<file path="src/core/omlc_pkg.sv">
/*
 * Package for the outbound message list counters: register offsets,
 * field positions, reset values and pointer defaults.
 * Assumes the including design decodes dword-aligned byte offsets.
 */
package omlc_pkg;
	localparam logic [7:0]  POST_COUNT_OFFSET  = 8'h60;
	localparam logic [7:0]  FREE_COUNT_OFFSET  = 8'h64;
	localparam logic [7:0]  QUEUE_PORT_OFFSET  = 8'h44;
	localparam int          COUNT_WIDTH        = 16;
	localparam int          LOAD_SELECT_BIT    = 31;
	localparam logic [15:0] COUNT_RESET        = 16'h0000;
	localparam logic [29:0] POST_LIST_BASE     = 30'h0000_0000;
	localparam logic [29:0] POST_LIST_LIMIT    = 30'h0000_00FF;
	localparam logic [29:0] FREE_LIST_BASE     = 30'h0000_0100;
	localparam logic [29:0] FREE_LIST_LIMIT    = 30'h0000_01FF;
endpackage

</file>
<file path="src/core/omlc_counters.sv">
/*
 * Outbound post-list and free-list occupancy counters with the outbound
 * list pointers. Secondary register access arrives as one-cycle strobes
 * with byte offset and data; primary queue-port accesses as pulses.
 * Assumes all inputs synchronous to clk and one access per port per cycle.
 */
// Operation
// Reading the post count register gives the post-list entry count in bits 15:0.
// A secondary write to the post count with bit 31 clear adds one to the count.
// A secondary write to the post count with bit 31 set loads the count from data 15:0.
// A primary read of the queue port lowers the post count by one unless it is zero.
// Reading the free count register gives the free-list entry count in bits 15:0.
// A secondary write to the free count with bit 31 clear subtracts one from the count.
// A secondary write to the free count with bit 31 set loads the count from data 15:0.
// A primary write to the queue port raises the free count by one.
// Bits 30:16 of both count registers read zero and both counts reset to zero.
// Bit 31 of both count registers only qualifies writes and reads back zero.
// The post-list head pointer steps one dword per primary queue read and wraps at its bound.
// The free-list tail pointer steps one dword per primary queue write and wraps at its bound.
// A primary queue access and a secondary write to the same counter in one cycle both take effect.
`timescale 1ns/1ps
module omlc_counters #(
	parameter int CW = omlc_pkg::COUNT_WIDTH
) (
	input  wire logic          clk,
	input  wire logic          nrst,
	input  wire logic          sec_wr,
	input  wire logic          sec_rd,
	input  wire logic [7:0]    sec_addr,
	input  wire logic [31:0]   sec_wdata,
	input  wire logic          pri_queue_rd,
	input  wire logic          pri_queue_wr,
	output logic      [31:0]   sec_rdata,
	output logic               sec_rvalid,
	output logic      [29:0]   post_head_ptr,
	output logic      [29:0]   free_tail_ptr
);
	logic [CW-1:0] post_count;
	logic [CW-1:0] free_count;
	logic [CW-1:0] next_post_count;
	logic [CW-1:0] next_free_count;
	logic [31:0]   next_sec_rdata;
	logic          next_sec_rvalid;
	logic          counter_load_select;
	logic          post_wr;
	logic          free_wr;
	logic [CW-1:0] one;

	assign one                 = {{(CW-1){1'b0}}, 1'b1};
	assign counter_load_select = sec_wdata[omlc_pkg::LOAD_SELECT_BIT];
	assign post_wr             = sec_wr && (sec_addr == omlc_pkg::POST_COUNT_OFFSET);
	assign free_wr             = sec_wr && (sec_addr == omlc_pkg::FREE_COUNT_OFFSET);

	// both sources combine into one net change so neither update is lost
	always_comb begin
		next_post_count = post_count;
		if (post_wr && counter_load_select) begin
			next_post_count = sec_wdata[CW-1:0];
			if (pri_queue_rd && sec_wdata[CW-1:0] != '0) begin
				next_post_count = sec_wdata[CW-1:0] - one;
			end
		end else if (post_wr) begin
			next_post_count = post_count + one;
			if (pri_queue_rd) begin
				next_post_count = post_count;
			end
		end else if (pri_queue_rd && post_count != '0) begin
			next_post_count = post_count - one;
		end
	end

	always_comb begin
		next_free_count = free_count;
		if (free_wr && counter_load_select) begin
			next_free_count = sec_wdata[CW-1:0] + (pri_queue_wr ? one : '0);
		end else if (free_wr) begin
			next_free_count = free_count - one + (pri_queue_wr ? one : '0);
		end else if (pri_queue_wr) begin
			next_free_count = free_count + one;
		end
	end

	always_comb begin
		next_sec_rdata  = 32'h0000_0000;
		next_sec_rvalid = sec_rd;
		if (sec_rd && sec_addr == omlc_pkg::POST_COUNT_OFFSET) begin
			next_sec_rdata = {{(32-CW){1'b0}}, post_count};
		end else if (sec_rd && sec_addr == omlc_pkg::FREE_COUNT_OFFSET) begin
			next_sec_rdata = {{(32-CW){1'b0}}, free_count};
		end
	end

	always_ff @(posedge clk or negedge nrst) begin
		if (!nrst) begin
			post_count <= omlc_pkg::COUNT_RESET;
		end else begin
			post_count <= next_post_count;
		end
	end

	always_ff @(posedge clk or negedge nrst) begin
		if (!nrst) begin
			free_count <= omlc_pkg::COUNT_RESET;
		end else begin
			free_count <= next_free_count;
		end
	end

	always_ff @(posedge clk or negedge nrst) begin
		if (!nrst) begin
			sec_rdata  <= 32'h0000_0000;
			sec_rvalid <= 1'b0;
		end else begin
			sec_rdata  <= next_sec_rdata;
			sec_rvalid <= next_sec_rvalid;
		end
	end

	omlc_list_pointer #(.PTR_WIDTH(30)) u_post_head (
		.clk   (clk),
		.nrst  (nrst),
		.step  (pri_queue_rd),
		.base  (omlc_pkg::POST_LIST_BASE),
		.limit (omlc_pkg::POST_LIST_LIMIT),
		.ptr   (post_head_ptr)
	);

	omlc_list_pointer #(.PTR_WIDTH(30)) u_free_tail (
		.clk   (clk),
		.nrst  (nrst),
		.step  (pri_queue_wr),
		.base  (omlc_pkg::FREE_LIST_BASE),
		.limit (omlc_pkg::FREE_LIST_LIMIT),
		.ptr   (free_tail_ptr)
	);
endmodule

</file>
<file path="src/core/omlc_list_pointer.sv">
/*
 * Dword pointer into a circular list in local memory; advances one
 * dword per step pulse and wraps from the upper bound to the base.
 * Assumes base is not above limit.
 */
`timescale 1ns/1ps
module omlc_list_pointer #(
	parameter int PTR_WIDTH = 30
) (
	input  wire logic                 clk,
	input  wire logic                 nrst,
	input  wire logic                 step,
	input  wire logic [PTR_WIDTH-1:0] base,
	input  wire logic [PTR_WIDTH-1:0] limit,
	output logic      [PTR_WIDTH-1:0] ptr
);
	logic [PTR_WIDTH-1:0] next_ptr;

	always_comb begin
		next_ptr = ptr;
		if (step) begin
			if (ptr >= limit) begin
				next_ptr = base;
			end else begin
				next_ptr = ptr + {{(PTR_WIDTH-1){1'b0}}, 1'b1};
			end
		end
	end

	always_ff @(posedge clk or negedge nrst) begin
		if (!nrst) begin
			ptr <= '0;
		end else begin
			ptr <= next_ptr;
		end
	end
endmodule

</file>
<file path="config.mk">
export PLATFORM = sky130hd
export DESIGN_NAME = omlc_counters
export DESIGN_NICKNAME = d
export VERILOG_FILES = /design/src/core/omlc_pkg.sv /design/src/core/omlc_counters.sv /design/src/core/omlc_list_pointer.sv
export SDC_FILE = /design/constraint.sdc
export NUM_CORES = 1
export LEC_CHECK = 0
export BUFFER_PORTS_ARGS = -buffer_cell sky130_fd_sc_hd__buf_2
export CAP_MARGIN = 15
export CORE_AREA = 2 2 120 122
export CTS_CLUSTER_DIAMETER = 200
export DETAILED_ROUTE_END_ITERATION = 8
export DIE_AREA = 0 0 122 124
export PLACE_DENSITY = 0.85
export SYNTH_ARGS = -nofsm -noshare
export SYNTH_HDL_FRONTEND = slang
export SYNTH_SLANG_ARGS = --single-unit
export TNS_END_PERCENT = 50
</file>
<file path="constraint.sdc">
create_clock -name clk -period 2.25 [get_ports clk]
set_input_delay 0.225 -clock clk [delete_from_list [all_inputs] [get_ports clk]]
set_output_delay 0.225 -clock clk [all_outputs]
set_load 0.01 [all_outputs]
</file>
### After elaboration in Yosys (flattened, before gate mapping)

Cells that the tools add are included.

* register bits: 125
* bits of input ports: 46
* output and inout port bits: 93
* logic and storage cells: 46

* add/sub/neg operators: 9
* $lt $le $gt $ge: 2
* equality and inequality tests: 3
* muxes and demuxes: 13
* reductions and logical operators: 13

Operator list (count)
* 16-bit 2-to-1 mux: 10
* 30-bit by 1-bit adder with 30-bit output, second input constant: 2
* 30-bit 2-to-1 mux: 2
* 16-bit by 1-bit subtractor with 16-bit output, second input constant: 3
* 16-bit by 1-bit adder with 16-bit output, second input constant: 2
* 16-bit nonzero test: 2
* 30-bit by 8-bit greater-or-equal comparator with 1-bit output, second input constant: 1
* 30-bit by 9-bit greater-or-equal comparator with 1-bit output, second input constant: 1
* 16-bit by 1-bit adder with 16-bit output: 1
* 16-bit adder: 1
* 8-bit by 7-bit equality test with 1-bit output, second input constant: 2
* 1-bit logical AND: 8
* 3-bit nonzero test: 2
* 3-bit by 2-bit inequality test with 1-bit output, second input constant: 1
* 2-bit AND reduction: 1
* 1-bit 2-to-1 mux: 1

### Longest topological paths before layout

* word-level depth: 5
* depth in mapped cells: 12
* mapped depth without buffers: 12

### Cells and area by module

Synthesis repeated with hierarchy kept, for this count alone.

* cells, all modules: 1181
* area, all modules: 9683.0 µm²

Modules (own cells, without submodules)
* omlc_list_pointer: times used 2, cells each 334, area an instance 2716.4 µm², sequential area each 750.7 µm²
* omlc_counters: times used 1, cells each 513, area an instance 4250.3 µm², sequential area each 1226.2 µm²

### Least setup slack after synthesis

OpenSTA, ideal clock, no wires.

* path kind: in2reg
* from: in sec_addr[1]
* to: reg post_count[15]
* library setup time: 156 ps
* data arrival time: 3129 ps
* data required time: 2094 ps
* setup slack: -1035 ps
* stages on the path: 11
* path buffers: 0
* cells stage by stage: or3_4 -> nor2_1 -> nand3b_1 -> ha_1 -> a21o_1 -> a31oi_1 -> a21boi_0 -> a221o_1 -> a211oi_1 -> mux2i_1 -> a211oi_2

* longest elaborated chain between the ends: 5
* elaborated cells between the ends (all ways): 8
* those cells by class: eq/ne (2); mux (2); reduce/logical (4)

RTL lines
* start: declaration: line omlc_counters.sv:29 `input wire logic [7:0] sec_addr,`
* 8-bit by 7-bit equality test with 1-bit output *: line omlc_counters.sv:51 `assign post_wr = sec_wr && (sec_addr == omlc_pkg::POST_COUNT_OFFSET);`
* 1-bit logical AND *: line omlc_counters.sv:51
* 1-bit logical AND: line omlc_counters.sv:57 `if (post_wr && counter_load_select) begin`
* 3-bit by 2-bit inequality test with 1-bit output (no line) / 3-bit nonzero test (equally long branches)
* 2-bit AND reduction (no line)
* end signal: assignment: line omlc_counters.sv:95 `post_count <= omlc_pkg::COUNT_RESET;`
* end signal: assignment: line omlc_counters.sv:97 `post_count <= next_post_count;`
* end: declaration: line omlc_counters.sv:38 `logic [CW-1:0] post_count;`

Mark *: on every way between the ends. The rest lies on a longest branch, timed or not.
A chain may end at the register's enable or synchronous reset.

### Final worst setup path

Same ends and word-level chain as after synthesis.

==> results.ini <==
[setup_path]
worstPathArrival_ps=2910
r2r_slack_ps=-220
crit_cells=13
critPathMaxStageDelay_ps=460
worstPathCellList=buf_6 -> or3_4 -> nor2_4 -> nand3b_1 -> buf_6 -> ha_1 -> a21o_1 -> a31oi_4 -> a21boi_2 -> a221o_2 -> a211oi_2 -> mux2i_1 -> a211oi_2
path_buf_inv=2
r2r_end=free_count[13]
endpoint_kind=flop
crit_slowest_cell=a221o_2
reg2reg_from=free_count[4]
endpoint=post_count[15]
worstRegToRegCells=8
path_max_fanout=9
crit_family=compound AO/OA/AOI/OAI gates
cp-start-kind=primary input
cp.required_ps=2490
critPathLaunch=sec_addr[1]
critPathKind=in2reg

[synth]
syn_area_um2=6770
synthMuxAreaShare=0.0325
synth_top_cell_area_share=0.403
synth_cell_types=65
ys_seq_area_frac=0.403
synth_fa_ha_area_frac=0.0491
synth-main-ff-cell=dfrtp_1
synthXorXnorAreaFrac=0.0683
yosysWarnings=0
postSynth.asyncResetShare=1.00
yosys.area.top_type=dfrtp_1
synth_edf_count=0
syn_area_per_cell_um2=8.64
synth_top_family_by_area=simple AND/OR/NAND/NOR gates
synth-seq-cells=109
synth_area_leaders=dfrtp_1 (40%), nor2_1 (6.6%), ha_1 (4.6%), nand2_1 (3.7%), a21oi_1 (3.6%)
synth_compound_area_frac=0.150
synthSimpleGateAreaFrac=0.243
synthCells=784

[finish]
layout_commonest_cell=buf_4
final_cell_mix=buf_4 (135), nor2_1 (115), dfrtp_1 (109)
antennaDiodeCount=0
nets=1080
nFillCells=1048
syn_to_final_growth_pct=34.4
drive_above_1_share=0.323
final_cell_area_um2=9100

[die]
die_area_um2=15100
chipHeight_um=124
initial_core_util=0.494
rows=43
die_width_um=122
core_area_um2=13700
io_pins=139

[min_path]
hold_path.class=in2reg

[global_route]
grt_first_pass_wirelength_um=33500
antenna_found_initial=0
top_usage_layer=met2
grt_remaining_overflow=0
grt_pass1_vias=6760
use_met1=0.368
global_route.usage.met3=0.0531
grt_max_degree=69
gr-usage-met2=0.460
grtUsageTotal=0.282

[sta]
setup_ws_ps=-417
max_slew_margin=0.580
finalCritPeriodShare=1.19
rsz0062_at_grt=true
skew_ps=7.99
drv_slew=0
setup_viol=15
worstMarginPinSlew_ps=628
finalSetupTns_ps=-3470
min_period_ps=2670
fmax_ghz=0.375
final_hold_viol_count=0

[clock_tree]
htreeDepth=3
clk_pin_slew_ps=80
clockBufferDepth=2
tritoncts_num_sinks=109
cts-root-buf=clkbuf_16
cts_tree=built
cts_made_buffers=9
clk-insertion-delay-late_ps=350

[placed_design]
gp_congestion=0.922
io_buffer_count=107
place_hpwl_um=15100
placedInstanceArea_um2=8420

[drt]
drtIter0Drc=841
drt-total-wl_um=21200
via_per_inst=6.00
drt.antenna.violating_nets=0
first_pass_iters=7
drt-wirelength-per-cell_um=17.8
vias=7160
drc=0

[pwr]
peakVddDrop_mv=0.531
p_leak_nw=4.48
p_per_area_nw_per_um2=861
power_mw=7.83

[status]
status=finished, violations left
violations=setup timing

[flow_run]
max-cap-violations=0

[layer usage]
metal  routed length [µm]  part of all wire
met1                 8600              0.41
met2                 9960              0.47
met3                 1820             0.086
met4                  839             0.040
met5                    0                 0
[what timing repair did]
item	in CTS	in global routing
pin swaps	10	12
buffers inserted	6	2
endpoints found under the setup margin	24	43
hold buffers	1	0
cloned	0	0
hold endpoints to repair	24	0
resized for setup	36	33
[cells by family (layout without fill, tap and decap cells)]
| logic type | count (synthesis) | count (layout) |
|---|---|---|
| mux | 22 | 22 |
| buf+inv | 74 | 288 |
| compound gates | 164 | 164 |
| other cells | 1 | 16 |
| flops | 109 | 109 |
| xor+xnor | 52 | 52 |
| fa+ha+maj | 26 | 26 |
| simple gates | 336 | 336 |
[metrics by stage]
step | hold WS, ps | utilization | cells | worst slack [ps]
after detailed placement | 159 | 0.613 | 1168 | -807
after global routing | 11.9 | 0.664 | 1193 | -468
final | 16.1 | 0.664 | 1193 | -417
after global placement | 158 | 0.613 | 1168 | -704
after CTS | 9.13 | 0.653 | 1191 | -320
after floorplan | -70.6 | - | 799 | -907
[state kept, by name (all words and copies together), names as in the netlist]
| name | flops |
|---|---|
| post_count | 16 |
| free_count | 16 |
| u_free_tail.ptr | 30 |
| sec_rdata | 16 |
| sec_rvalid | 1 |
| u_post_head.ptr | 30 |
[final cells by class]
type / count / area, µm² / area share
Tap cell: 180 / 225 / 0.0247
Clock inverter: 6 / 81.3 / 0.00893
Inverter: 22 / 85.1 / 0.00935
Timing Repair Buffer: 250 / 1690 / 0.185
Multi-Input combinational cell: 616 / 4060 / 0.446
Sequential cell: 109 / 2730 / 0.300
Clock buffer: 10 / 239 / 0.0263
[where the power goes]
part | internal [mW] | leakage [nW] | total (mW) | switching (mW)
Clock | 0.916 | 0.150 | 1.69 | 0.770
Sequential | 2.23 | 1.46 | 2.58 | 0.356
Combinational | 1.75 | 2.87 | 3.57 | 1.82
[how the worst min path moves through the flow]
stage,cells after the start,slack (ps),from,endpoint
2_1_floorplan,0,-70,nrst,free_count[0]
3_3_place_gp,1,160,nrst,u_post_head.ptr[23]
3_5_place_dp,1,160,nrst,u_post_head.ptr[19]
4_1_cts,1,9,sec_rd,sec_rvalid
5_1_grt,1,10,sec_rd,sec_rvalid
6_report,1,20,sec_rd,sec_rvalid
[cell usage after synthesis, drive strengths merged (13+ instances only)]
library cell	number
a31oi	26
nor4	17
nor3	18
clkbuf	28
xnor2	25
nand2	67
xor2	27
inv	22
and3	18
buf	24
dfrtp	109
mux2i	22
nand3	34
o21ai	34
or4	13
nor2	120
a21oi	49
nand4	18
ha	25
Power figures use the tool's default switching activity.
